## config.mk

```make
export PLATFORM = sky130hd
export DESIGN_NAME = mlc_coordinator
export DESIGN_NICKNAME = d
export VERILOG_FILES = /design/src/pkg/mlc_pkg.sv /design/src/core/mlc_coordinator.sv /design/src/core/mlc_axis_stats.sv
export VERILOG_INCLUDE_DIRS = /design/src /design/src/pkg
export SDC_FILE = /design/constraint.sdc
export NUM_CORES = 2
export LEC_CHECK = 0
export ABC_AREA = 1
export BUFFER_PORTS_ARGS = -buffer_cell sky130_fd_sc_hd__buf_2
export CAP_MARGIN = 20
export CORE_MARGIN = 4
export CORE_UTILIZATION = 35
export CTS_CLUSTER_SIZE = 24
export DETAILED_ROUTE_END_ITERATION = 8
export PLACE_DENSITY = 0.58
export SLEW_MARGIN = 10
export SYNTH_ARGS = -nofsm -noshare
export SYNTH_HDL_FRONTEND = slang
export SYNTH_HIERARCHICAL = 1
export SYNTH_SLANG_ARGS = --single-unit
```

## constraint.sdc

```tcl
create_clock -name clk -period 12.8 [get_ports clk]
set_input_delay 1.28 -clock clk [delete_from_list [all_inputs] [get_ports clk]]
set_output_delay 1.28 -clock clk [all_outputs]
set_load 0.01 [all_outputs]
```

## src/pkg/mlc_defines.svh

```systemverilog
// constants for the multi-axis lag coordinator
`ifndef MLC_DEFINES_SVH
`define MLC_DEFINES_SVH
`define MLC_NAXES 4
`define MLC_POS_W 32
`define MLC_SPD_W 16
`define MLC_FAULT_W 8
`define MLC_FB_DATA 0
`define MLC_FB_BUS 2
`define MLC_FB_RXDRV 3
`define MLC_FB_TXDRV 4
`define MLC_FB_LIVE 5
`define MLC_STATE_W 8
`define MLC_OFF_CTRL 32'h0000_0000
`define MLC_OFF_STOP 32'h0000_0004
`define MLC_OFF_HYST 32'h0000_0008
`define MLC_OFF_TGT 32'h0000_000c
`define MLC_OFF_SPD 32'h0000_0010
`define MLC_OFF_STAT 32'h0000_0014
`define MLC_OFF_FAULT 32'h0000_0018
`define MLC_OFF_LOWEST_AXIS_POSITION 32'h0000_001c
`define MLC_OFF_HIGHEST_AXIS_POSITION 32'h0000_0020
`define MLC_OFF_SPREAD 32'h0000_0024
`define MLC_OFF_STATE 32'h0000_0028
`define MLC_STOP_RST 32'h0000_0000
`define MLC_HYST_RST 32'h0000_0000
`endif

```

## src/pkg/mlc_pkg.sv

```systemverilog
// types for the multi-axis lag coordinator
package mlc_pkg;
  typedef enum logic [2:0] {
    MLC_ST_OFF,
    MLC_ST_LOCAL,
    MLC_ST_IDLE,
    MLC_ST_MOVING,
    MLC_ST_HALTED
  } mlc_state_t;
endpackage

```

## src/core/mlc_coordinator.sv

```systemverilog
// multi-axis lag coordinator top with ahb-lite register slave
//
// The AHB-Lite interface to the registers and the register addresses were left to the implementer.
`timescale 1ns/10ps
`default_nettype none
`include "mlc_defines.svh"
module mlc_coordinator
  import mlc_pkg::*;
(
  input wire logic clk, // clock
  input wire logic sys_rst, // sync reset, high
  input wire logic ce, // clock enable
  input wire logic hsel, // ahb select
  input wire logic [31:0] haddr, // ahb address
  input wire logic [1:0] htrans, // ahb transfer type
  input wire logic hwrite, // ahb write
  input wire logic [2:0] hsize, // ahb size
  input wire logic [31:0] hwdata, // ahb write data
  input wire logic hready, // ahb ready in
  output logic [31:0] hrdata, // ahb read data
  output logic hreadyout, // ahb ready out
  output logic hresp, // ahb response
  input wire logic enable_system, // system enable
  input wire logic sync_request, // request synchronous operation
  input wire logic start_sync, // move trigger, rising edge
  input wire logic [`MLC_NAXES-1:0] single_axis_mode_request, // per-axis local request
  input wire logic [`MLC_NAXES-1:0] local_enable, // per-axis local enable
  input wire logic [`MLC_NAXES-1:0] axis_local_fb, // axis reports local mode
  input wire logic [`MLC_NAXES-1:0] axis_ready, // axis ready
  input wire logic [`MLC_NAXES*`MLC_POS_W-1:0] axis_pos, // actual positions
  input wire logic [`MLC_NAXES*`MLC_POS_W-1:0] axis_lag, // control deviations
  input wire logic data_fault, // data fault
  input wire logic bus_fault, // bus fault
  input wire logic rx_drv_fault, // receive driver fault
  input wire logic tx_drv_fault, // transmit driver fault
  input wire logic live_fault, // live-bit fault
  output logic [`MLC_NAXES-1:0] axis_enable, // enable to each axis
  output logic [`MLC_NAXES-1:0] axis_local_grant, // local mode allowed
  output logic axis_start, // one-cycle move start to all axes
  output logic profile_halt, // halt all profile generators
  output logic [`MLC_POS_W-1:0] target_position, // latched target
  output logic [`MLC_SPD_W-1:0] move_speed, // latched speed
  output logic [`MLC_POS_W-1:0] lowest_axis_position, // min position
  output logic [`MLC_POS_W-1:0] highest_axis_position, // max position
  output logic [`MLC_POS_W-1:0] lag_spread, // lag spread
  output logic [`MLC_FAULT_W-1:0] fault_word, // bit-coded faults
  output logic system_ready, // all axes ready
  output logic sync_active, // synchronous mode in effect
  output logic [`MLC_STATE_W-1:0] state_code // state machine diagnostic
);
  typedef struct packed {
    logic [31:0] lag_stop_limit;
    logic [31:0] lag_stop_hysteresis;
    logic [31:0] tgt_pre;
    logic [`MLC_SPD_W-1:0] spd_pre;
    logic [`MLC_POS_W-1:0] tgt;
    logic [`MLC_SPD_W-1:0] spd;
    logic trig_prev;
    logic start;
    logic halt;
    logic [`MLC_NAXES-1:0] en;
    logic [`MLC_NAXES-1:0] grant;
    logic [`MLC_FAULT_W-1:0] fault;
    logic rdy;
    logic sact;
    mlc_state_t state;
    logic dph;
    logic dwr;
    logic [31:0] daddr;
    logic [31:0] rdata;
  } mlc_state_reg_t;
  mlc_state_reg_t s_reg, s_next;
  logic [`MLC_POS_W-1:0] st_min, st_max, st_spread, st_abs;

  mlc_axis_stats u_stats (
    .clk(clk),
    .sys_rst(sys_rst),
    .ce(ce),
    .pos_in(axis_pos),
    .lag_in(axis_lag),
    .pos_min(st_min),
    .pos_max(st_max),
    .spread(st_spread),
    .abs_max(st_abs)
  );

  logic any_local, sync_ok, trig_rise, addr_ok;
  logic [32:0] thr_hi, thr_lo;
  assign any_local = |axis_local_fb;
  // any axis in local mode blocks sync
  assign sync_ok = sync_request & enable_system & ~any_local;
  assign trig_rise = start_sync & ~s_reg.trig_prev;
  assign thr_hi = {1'b0, s_reg.lag_stop_limit} + {1'b0, s_reg.lag_stop_hysteresis};
  // floor at zero so a large hysteresis never wraps the lower threshold
  assign thr_lo = (s_reg.lag_stop_limit > s_reg.lag_stop_hysteresis) ?
                  {1'b0, s_reg.lag_stop_limit - s_reg.lag_stop_hysteresis} : 33'h0_0000_0000;
  assign addr_ok = hsel & hready & htrans[1];

  always_comb begin
    s_next = s_reg;
    s_next.trig_prev = start_sync;
    s_next.start = 1'b0;
    // ahb-lite: zero wait states, always okay
    s_next.dph = addr_ok;
    s_next.dwr = addr_ok & hwrite;
    if (addr_ok) begin
      s_next.daddr = haddr;
    end
    if (s_reg.dph && s_reg.dwr) begin
      case (s_reg.daddr)
        `MLC_OFF_STOP: s_next.lag_stop_limit = hwdata;
        `MLC_OFF_HYST: s_next.lag_stop_hysteresis = hwdata;
        `MLC_OFF_TGT: s_next.tgt_pre = hwdata;
        `MLC_OFF_SPD: s_next.spd_pre = hwdata[`MLC_SPD_W-1:0];
        default: ;
      endcase
    end
    // hysteresis comparator, holds between thresholds
    if ({1'b0, st_abs} > thr_hi) begin
      s_next.halt = 1'b1;
    end else if ({1'b0, st_abs} < thr_lo) begin
      s_next.halt = 1'b0;
    end
    // one halt line feeds every axis, so all stop together
    if (!sync_ok) begin
      s_next.halt = 1'b0;
    end
    s_next.fault = '0;
    s_next.fault[`MLC_FB_DATA] = data_fault;
    s_next.fault[`MLC_FB_BUS] = bus_fault;
    s_next.fault[`MLC_FB_RXDRV] = rx_drv_fault;
    s_next.fault[`MLC_FB_TXDRV] = tx_drv_fault;
    s_next.fault[`MLC_FB_LIVE] = live_fault;
    s_next.rdy = &axis_ready;
    s_next.grant = sync_request ? '0 : single_axis_mode_request;
    for (int i = 0; i < `MLC_NAXES; i++) begin
      s_next.en[i] = axis_local_fb[i] ? local_enable[i] : enable_system;
    end
    if (trig_rise && sync_ok) begin
      s_next.tgt = s_reg.tgt_pre;
      s_next.spd = s_reg.spd_pre;
      s_next.start = 1'b1;
    end
    case (s_reg.state)
      MLC_ST_OFF: begin
        if (any_local) s_next.state = MLC_ST_LOCAL;
        else if (sync_ok) s_next.state = MLC_ST_IDLE;
      end
      MLC_ST_LOCAL: begin
        if (!any_local) s_next.state = MLC_ST_OFF;
      end
      MLC_ST_IDLE: begin
        if (!sync_ok) s_next.state = any_local ? MLC_ST_LOCAL : MLC_ST_OFF;
        else if (trig_rise) s_next.state = MLC_ST_MOVING;
      end
      MLC_ST_MOVING, MLC_ST_HALTED: begin
        if (!sync_ok) s_next.state = any_local ? MLC_ST_LOCAL : MLC_ST_OFF;
        else s_next.state = s_next.halt ? MLC_ST_HALTED : MLC_ST_MOVING;
      end
      default: s_next.state = MLC_ST_OFF;
    endcase
    s_next.sact = sync_ok;
    // limits read through the write path, so a read right behind a write sees it
    case (haddr)
      `MLC_OFF_CTRL: s_next.rdata = {29'h0, sync_ok, any_local, enable_system};
      `MLC_OFF_STOP: s_next.rdata = s_next.lag_stop_limit;
      `MLC_OFF_HYST: s_next.rdata = s_next.lag_stop_hysteresis;
      `MLC_OFF_TGT: s_next.rdata = s_reg.tgt;
      `MLC_OFF_SPD: s_next.rdata = {16'h0, s_reg.spd};
      `MLC_OFF_STAT: s_next.rdata = {29'h0, s_reg.halt, s_reg.sact, s_reg.rdy};
      `MLC_OFF_FAULT: s_next.rdata = {24'h0, s_reg.fault};
      `MLC_OFF_LOWEST_AXIS_POSITION: s_next.rdata = st_min;
      `MLC_OFF_HIGHEST_AXIS_POSITION: s_next.rdata = st_max;
      `MLC_OFF_SPREAD: s_next.rdata = st_spread;
      `MLC_OFF_STATE: s_next.rdata = {29'h0, s_reg.state};
      default: s_next.rdata = 32'h0000_0000;
    endcase
    if (!addr_ok || hwrite) begin
      s_next.rdata = s_reg.rdata;
    end
  end

  always_ff @(posedge clk) begin
    if (sys_rst) begin
      s_reg <= '0;
      s_reg.lag_stop_limit <= `MLC_STOP_RST;
      s_reg.lag_stop_hysteresis <= `MLC_HYST_RST;
      s_reg.state <= MLC_ST_OFF;
    end else if (ce) begin
      s_reg <= s_next;
    end
  end

  assign hrdata = s_reg.rdata;
  assign hreadyout = 1'b1;
  assign hresp = 1'b0;
  assign axis_enable = s_reg.en;
  assign axis_local_grant = s_reg.grant;
  assign axis_start = s_reg.start;
  assign profile_halt = s_reg.halt;
  assign target_position = s_reg.tgt;
  assign move_speed = s_reg.spd;
  assign lowest_axis_position = st_min;
  assign highest_axis_position = st_max;
  assign lag_spread = st_spread;
  assign fault_word = s_reg.fault;
  assign system_ready = s_reg.rdy;
  assign sync_active = s_reg.sact;
  assign state_code = {5'h00, s_reg.state};

  chk_fault_clear: assert property (@(posedge clk) disable iff (sys_rst)
    ce && !(data_fault | bus_fault | rx_drv_fault | tx_drv_fault | live_fault)
    |=> fault_word == 8'h00)
    else $error("fault word not zero without faults");
  chk_fault_sum: assert property (@(posedge clk) disable iff (sys_rst)
    ce |=> fault_word == ({7'h0, $past(data_fault)} + 8'h04 * $past(bus_fault)
      + 8'h08 * $past(rx_drv_fault) + 8'h10 * $past(tx_drv_fault)
      + 8'h20 * $past(live_fault)))
    else $error("fault word not the sum of weights");
  chk_local_block: assert property (@(posedge clk) disable iff (sys_rst)
    ce && sync_request |=> axis_local_grant == '0)
    else $error("local mode granted under sync request");
  chk_start_edge: assert property (@(posedge clk) disable iff (sys_rst)
    ce && $past(ce) && start_sync && $past(start_sync) |=> !axis_start)
    else $error("move started by steady trigger");
  chk_target_hold: assert property (@(posedge clk) disable iff (sys_rst)
    ce && !axis_start ##1 ce && !axis_start |-> $stable(target_position))
    else $error("target changed without a start");
  chk_halt_set: assert property (@(posedge clk) disable iff (sys_rst)
    ce && sync_ok && ({1'b0, st_abs} > thr_hi) |=> profile_halt)
    else $error("halt not set above upper threshold");
  chk_halt_clear: assert property (@(posedge clk) disable iff (sys_rst)
    ce && ({1'b0, st_abs} < thr_lo) |=> !profile_halt)
    else $error("halt not cleared below lower threshold");
  chk_ready_all: assert property (@(posedge clk) disable iff (sys_rst)
    ce && !(&axis_ready) |=> !system_ready)
    else $error("ready with an axis not ready");
  chk_sync_block: assert property (@(posedge clk) disable iff (sys_rst)
    ce && any_local |=> !sync_active ##0 !axis_start)
    else $error("sync active while an axis is local");
  chk_enable_fwd: assert property (@(posedge clk) disable iff (sys_rst)
    ce && axis_local_fb == '0 |=> axis_enable == {`MLC_NAXES{$past(enable_system)}})
    else $error("system enable not forwarded");
  // mode, sequencing and halt properties that the scalar checks above leave open
  chk_sync_flag: assert property (@(posedge clk) disable iff (sys_rst)
    ce
    |=> sync_active == $past(sync_ok))
    else $error("sync flag not following sync conditions");
  chk_state_off: assert property (@(posedge clk) disable iff (sys_rst)
    ce && !sync_ok
    |=> state_code == 8'h00 || state_code == 8'h01)
    else $error("state not off or local without sync");
  chk_state_halt: assert property (@(posedge clk) disable iff (sys_rst)
    ce && sync_ok && (state_code == 8'h03 || state_code == 8'h04)
    |=> state_code == (profile_halt ? 8'h04 : 8'h03))
    else $error("run state does not match the halt flag");
  chk_local_state: assert property (@(posedge clk) disable iff (sys_rst)
    ce && any_local
    |=> state_code == 8'h01)
    else $error("state not local while an axis is local");
  chk_halt_sync: assert property (@(posedge clk) disable iff (sys_rst)
    ce && !sync_ok
    |=> !profile_halt)
    else $error("halt raised outside synchronous operation");
  chk_halt_hold: assert property (@(posedge clk) disable iff (sys_rst)
    ce && sync_ok && ({1'b0, st_abs} <= thr_hi) && ({1'b0, st_abs} >= thr_lo)
    |=> profile_halt == $past(profile_halt))
    else $error("halt changed between the thresholds");
  chk_start_rise: assert property (@(posedge clk) disable iff (sys_rst)
    ce && $past(ce) && sync_ok && start_sync && !$past(start_sync)
    |=> axis_start)
    else $error("trigger edge did not start a move");
  chk_start_pulse: assert property (@(posedge clk) disable iff (sys_rst)
    ce && axis_start
    |=> !axis_start)
    else $error("move start longer than one cycle");
  chk_target_load: assert property (@(posedge clk) disable iff (sys_rst)
    ce && sync_ok && trig_rise
    |=> target_position == $past(s_reg.tgt_pre)
      && move_speed == $past(s_reg.spd_pre))
    else $error("presets not taken at the trigger edge");
  chk_speed_hold: assert property (@(posedge clk) disable iff (sys_rst)
    ce && !axis_start ##1 ce && !axis_start
    |-> $stable(move_speed))
    else $error("speed changed without a start");
  chk_ready_set: assert property (@(posedge clk) disable iff (sys_rst)
    ce && (&axis_ready)
    |=> system_ready)
    else $error("not ready with every axis ready");
  chk_grant_free: assert property (@(posedge clk) disable iff (sys_rst)
    ce && !sync_request
    |=> axis_local_grant == $past(single_axis_mode_request))
    else $error("local request not passed without sync request");
  chk_fault_bits: assert property (@(posedge clk) disable iff (sys_rst)
    ce
    |=> fault_word[1] == 1'b0 && fault_word[7:6] == 2'b00)
    else $error("unused fault bit set");
  chk_spread_zero: assert property (@(posedge clk) disable iff (sys_rst)
    ce && (axis_lag == {`MLC_NAXES{axis_lag[`MLC_POS_W-1:0]}})
    |=> lag_spread == '0)
    else $error("spread not zero for equal lags");

  // per-axis bounds on the reported extremes and on the enable path
  for (genvar g = 0; g < `MLC_NAXES; g++) begin : g_axis_chk
    logic signed [`MLC_POS_W-1:0] pos_g;
    assign pos_g = axis_pos[g*`MLC_POS_W +: `MLC_POS_W];
    chk_low_bound: assert property (@(posedge clk) disable iff (sys_rst)
      ce
      |=> $signed(lowest_axis_position) <= $past(pos_g))
      else $error("lowest position above an axis position");
    chk_high_bound: assert property (@(posedge clk) disable iff (sys_rst)
      ce
      |=> $signed(highest_axis_position) >= $past(pos_g))
      else $error("highest position below an axis position");
    chk_local_path: assert property (@(posedge clk) disable iff (sys_rst)
      ce && axis_local_fb[g]
      |=> axis_enable[g] == $past(local_enable[g]))
      else $error("local axis not given its own enable");
    chk_system_path: assert property (@(posedge clk) disable iff (sys_rst)
      ce && !axis_local_fb[g]
      |=> axis_enable[g] == $past(enable_system))
      else $error("synchronous axis not given the system enable");
  end
endmodule // mlc_coordinator
`default_nettype wire

```

## src/core/mlc_axis_stats.sv

```systemverilog
// min/max position and lag spread over all axes, registered
`timescale 1ns/10ps
`default_nettype none
`include "mlc_defines.svh"
module mlc_axis_stats
  import mlc_pkg::*;
(
  input wire logic clk, // clock
  input wire logic sys_rst, // sync reset
  input wire logic ce, // clock enable
  input wire logic [`MLC_NAXES*`MLC_POS_W-1:0] pos_in, // actual positions
  input wire logic [`MLC_NAXES*`MLC_POS_W-1:0] lag_in, // signed lags
  output logic [`MLC_POS_W-1:0] pos_min, // lowest position
  output logic [`MLC_POS_W-1:0] pos_max, // highest position
  output logic [`MLC_POS_W-1:0] spread, // max lag minus min lag
  output logic [`MLC_POS_W-1:0] abs_max // largest abs lag
);
  typedef struct packed {
    logic [`MLC_POS_W-1:0] mn;
    logic [`MLC_POS_W-1:0] mx;
    logic [`MLC_POS_W-1:0] sp;
    logic [`MLC_POS_W-1:0] am;
  } mlc_stats_t;
  mlc_stats_t st_reg, st_next;
  logic signed [`MLC_POS_W-1:0] p [`MLC_NAXES];
  logic signed [`MLC_POS_W-1:0] l [`MLC_NAXES];
  logic [`MLC_POS_W-1:0] a [`MLC_NAXES];
  genvar g;
  generate
    for (g = 0; g < `MLC_NAXES; g++) begin : g_ax
      assign p[g] = pos_in[g*`MLC_POS_W +: `MLC_POS_W];
      assign l[g] = lag_in[g*`MLC_POS_W +: `MLC_POS_W];
      assign a[g] = l[g][`MLC_POS_W-1] ? -l[g] : l[g];
    end
  endgenerate
  always_comb begin
    logic signed [`MLC_POS_W-1:0] pmn, pmx, lmn, lmx;
    logic [`MLC_POS_W-1:0] amx;
    pmn = p[0];
    pmx = p[0];
    lmn = l[0];
    lmx = l[0];
    amx = a[0];
    for (int i = 1; i < `MLC_NAXES; i++) begin
      if (p[i] < pmn) pmn = p[i];
      if (p[i] > pmx) pmx = p[i];
      if (l[i] < lmn) lmn = l[i];
      if (l[i] > lmx) lmx = l[i];
      if (a[i] > amx) amx = a[i];
    end
    st_next.mn = pmn;
    st_next.mx = pmx;
    st_next.sp = lmx - lmn;
    st_next.am = amx;
  end
  always_ff @(posedge clk) begin
    if (sys_rst) begin
      st_reg <= '0;
    end else if (ce) begin
      st_reg <= st_next;
    end
  end
  assign pos_min = st_reg.mn;
  assign pos_max = st_reg.mx;
  assign spread = st_reg.sp;
  assign abs_max = st_reg.am;
endmodule // mlc_axis_stats
`default_nettype wire

```

==> load_flow_metrics.sql <==
INSERT INTO impl_metrics (metric_group, metric, value, unit) VALUES
('power_and_ir_drop', 'share_comb_of_total_power', '59.5', '%'),
('drt', 'vias_per_cell', '5.25', ''),
('critical_path', 'arrival', '12090', 'ps'),
('clock_network', 'cts-buffers-inserted', '44', ''),
('power_and_ir_drop', 'power_switching', '3.39', 'mW'),
('floorplanning', 'io_pins', '561', ''),
('power_and_ir_drop', 'vdd_drop_max', '90.6', 'µV'),
('timing', 'slew_headroom', '23.3', '%'),
('floorplanning', 'design.die.area', '119000', 'µm²'),
('critical_path', 'timing.critical_path.buf_inv', '13', ''),
('floorplanning', 'floorplan.die.width', '346', 'µm'),
('synthesis', 'synth-edff-count', '0', ''),
('power_and_ir_drop', 'clock_power_share', '18.6', '%'),
('power_and_ir_drop', 'intPower', '3.41', 'mW'),
('layout', 'final_design_area_no_fill', '44500', 'µm²'),
('drt', 'top_signal_layer_used', 'met5', ''),
('timing', 'finalSetupViolations', '0', ''),
('synthesis', 'postSynthCellCount', '6117', ''),
('timing', 'hold_viol', '0', ''),
('run_status', 'status', 'finished, final reports clean', ''),
('power_and_ir_drop', 'seq_power_share', '21.9', '%'),
('synthesis', 'synth_seq_area_share', '18.8', '%'),
('hold_path', 'hold_path_depth', '2', ''),
('clock_network', 'clock-root-buffer', 'clkbuf_16', ''),
('drt', 'drc_errors', '0', ''),
('run', 'cap_violations', '0', ''),
('drt', 'wire_per_inst', '19.5', 'µm'),
('floorplanning', 'floorplan.rows', '123', ''),
('hold_path', 'timing.hold.worst.start', 'hrdata[28]', ''),
('layout', 'num-nets-final', '7297', ''),
('critical_path', 'path_delay_family', 'simple AND/OR/NAND/NOR gates', ''),
('synthesis', 'yosysWarningCount', '6', ''),
('critical_path', 'end_kind', 'flop', ''),
('synthesis', 'synth_area_leaders', 'dfxtp_1, ha_1, nand2_1', ''),
('hold_path', 'hold_wc_path_type', 'reg2reg', ''),
('drt', 'antenna_violating_nets_post_route', '0', ''),
('critical_path', 'rr_endpoint', 'state_code[1]', ''),
('layout', 'area_growth', '11.5', '%'),
('clock_network', 'cts.repair_timing.setup_buffer_count', '0', ''),
('global_route', 'first_global_vias', '38700', ''),
('drt', 'met2WireLength', '69300', 'µm'),
('synthesis', 'ys_dominant_reg_cell', 'dfxtp_1', ''),
('drt', 'routed-wl-met3', '9550', 'µm'),
('clock_network', 'cts_max_level', '2', ''),
('layout', 'drive_above_1_share', '13.0', '%'),
('clock_network', 'cts_repair_resize_count', '0', ''),
('power_and_ir_drop', 'p_leak', '22.1', 'nW'),
('synthesis', 'syn_area', '39900', 'µm²'),
('synthesis', 'syn_avg_cell_area', '6.52', 'µm²'),
('placed_design', 'port-buffer-count', '546', ''),
('global_route', 'track_usage', '24.4', '%'),
('clock_network', 'worst_setup_hold_path_clk_slew', '60', 'ps'),
('global_route', 'antenna_found_initial', '53', ''),
('timing', 'worstMarginPinSlew', '1150', 'ps'),
('timing', 'fin_crit_sh', '90.7', '%'),
('layout', 'largest_reg_flops', '147', ''),
('critical_path', 'worst_setup_path_category', 'in2reg', ''),
('timing', 'fmaxAchievable', '0.0861', 'GHz'),
('placed_design', 'dp.final_hpwl', '128000', 'µm'),
('synthesis', 'netlist-cell-type-count', '70', ''),
('global_route', 'grt_max_degree', '186', ''),
('drt', 'route.vias.total', '41600', ''),
('placed_design', 'pre_cts_slack', '629', 'ps'),
('critical_path', 'timing.critical_path.fanout_max', '63', ''),
('timing', 'setup_tns', '0', 'ps'),
('floorplanning', 'initial_utilization', '35.4', '%'),
('clock_network', 'post_cts_hold_buffer_count', '0', ''),
('drt', 'met1_length', '69300', 'µm'),
('critical_path', 'max_stage_delay', '520', 'ps'),
('timing', 'timing.final.max_slew_violations', '0', ''),
('timing', 'fin_crit', '11610', 'ps');
## layout make-up
cell class                 instances  area (µm²)  area share [%]
sequential                       375        7510            16.9
tap                             1500        1880            4.22
clock inverter                    17         206           0.464
clock buffer                      63        1240            2.79
timing repair buffer             596        3180            7.14
inverter                         617        2320            5.22
antenna                           30        75.1           0.169
multi-input combinational       4734       28100            63.1
## metrics by stage
| step | total power, mW | hold WS (ps) |
|---|---|---|
| after global placement | 5.46 | 451 |
| final | 6.80 | 461 |
| after detailed placement | 5.52 | 452 |
| after floorplan | 4.21 | 445 |
| after CTS | 6.82 | 462 |
| after global routing | 7.40 | 478 |
## worst max path at each step
stage / from / endpoint / cells after the start
after floorplan: axis_lag[31] / u_stats/spread[31] / 71
after global placement: axis_lag[31] / u_stats/spread[31] / 68
after detailed placement: axis_lag[7] / u_stats/spread[31] / 70
after CTS: axis_lag[7] / u_stats/spread[31] / 70
after global routing: axis_lag[31] / u_stats/spread[31] / 68
final: axis_lag[7] / u_stats/spread[31] / 70
## cells in the mapped netlist, types with 31 or more instances
| cell type | number |
|---|---|
| a211oi_1 | 78 |
| a21oi_1 | 514 |
| a21oi_2 | 31 |
| buf_2 | 43 |
| buf_4 | 116 |
| clkbuf_1 | 217 |
| dfxtp_1 | 375 |
| ha_1 | 571 |
| inv_1 | 608 |
| nand2_1 | 1294 |
| nand2_2 | 48 |
| nand3_1 | 276 |
| nand4_1 | 74 |
| nor2_1 | 529 |
| nor3_1 | 78 |
| nor4_1 | 39 |
| o211ai_1 | 144 |
| o21ai_0 | 560 |
| o21ai_1 | 60 |
| o31ai_1 | 34 |
| xnor2_1 | 43 |
| xor2_1 | 132 |
## routing by layer
metal / track usage (%) / vias to the layer above
met1: 32.3 / 19000
met2: 40.1 / 1172
li1: - / 21200
met4: 8.95 / 24
met5: 0 / -
met3: 3.95 / 238
## worst reg2reg max path: cells and delay by family, from the launching register on
family                     cells  cell delay [ps]
buffers and inverters          2              420
and+or+nand+nor               13             1840
adders and majority gates      2              850
AOI/OAI and AO/OA              8             1190
DFF                            1              360
## layout by cell type (no fill, tap or decap), drive strengths merged, types with 4 or more instances in the layout
| cell | instances |
|---|---|
| o22ai | 29 |
| clkbuf | 64 |
| o2111ai | 5 |
| a21oi | 545 |
| conb | 10 |
| o31ai | 35 |
| nor2 | 531 |
| nor4 | 46 |
| a31oi | 20 |
| o211ai | 145 |
| clkinv | 10 |
| xnor2 | 43 |
| diode | 30 |
| o21bai | 6 |
| o221a | 4 |
| a211oi | 78 |
| o221ai | 11 |
| a21o | 7 |
| nand2 | 1345 |
| clkinvlp | 5 |
| or2 | 13 |
| o21ai | 626 |
| nand4 | 74 |
| dfxtp | 375 |
| a221oi | 5 |
| nor3 | 85 |
| and3 | 5 |
| o21a | 16 |
| buf | 595 |
| inv | 617 |
| a21boi | 17 |
| xor2 | 132 |
| nand3b | 5 |
| ha | 571 |
| nand3 | 298 |
## cell families after synthesis
kind of cell | synth area share, %
XOR/XNOR | 3.84
AND/OR/NAND/NOR | 25.8
flip-flops | 18.8
multiplexers | 0.0251
AO/OA/AOI/OAI | 22.5
other | 0.0188
adder cells (fa/ha/maj) | 18.1
buffers and inverters | 10.9
## power by group through the flow
stage	combinational, mW	clock [mW]	sequential (mW)
after CTS	4.03	1.30	1.49
after global routing	4.55	1.34	1.50
after global placement	3.94	0	1.51
after detailed placement	4.01	0	1.51
final	4.04	1.27	1.49
after floorplan	2.75	0	1.46
Note: power is estimated with default switching activity, not from simulation.
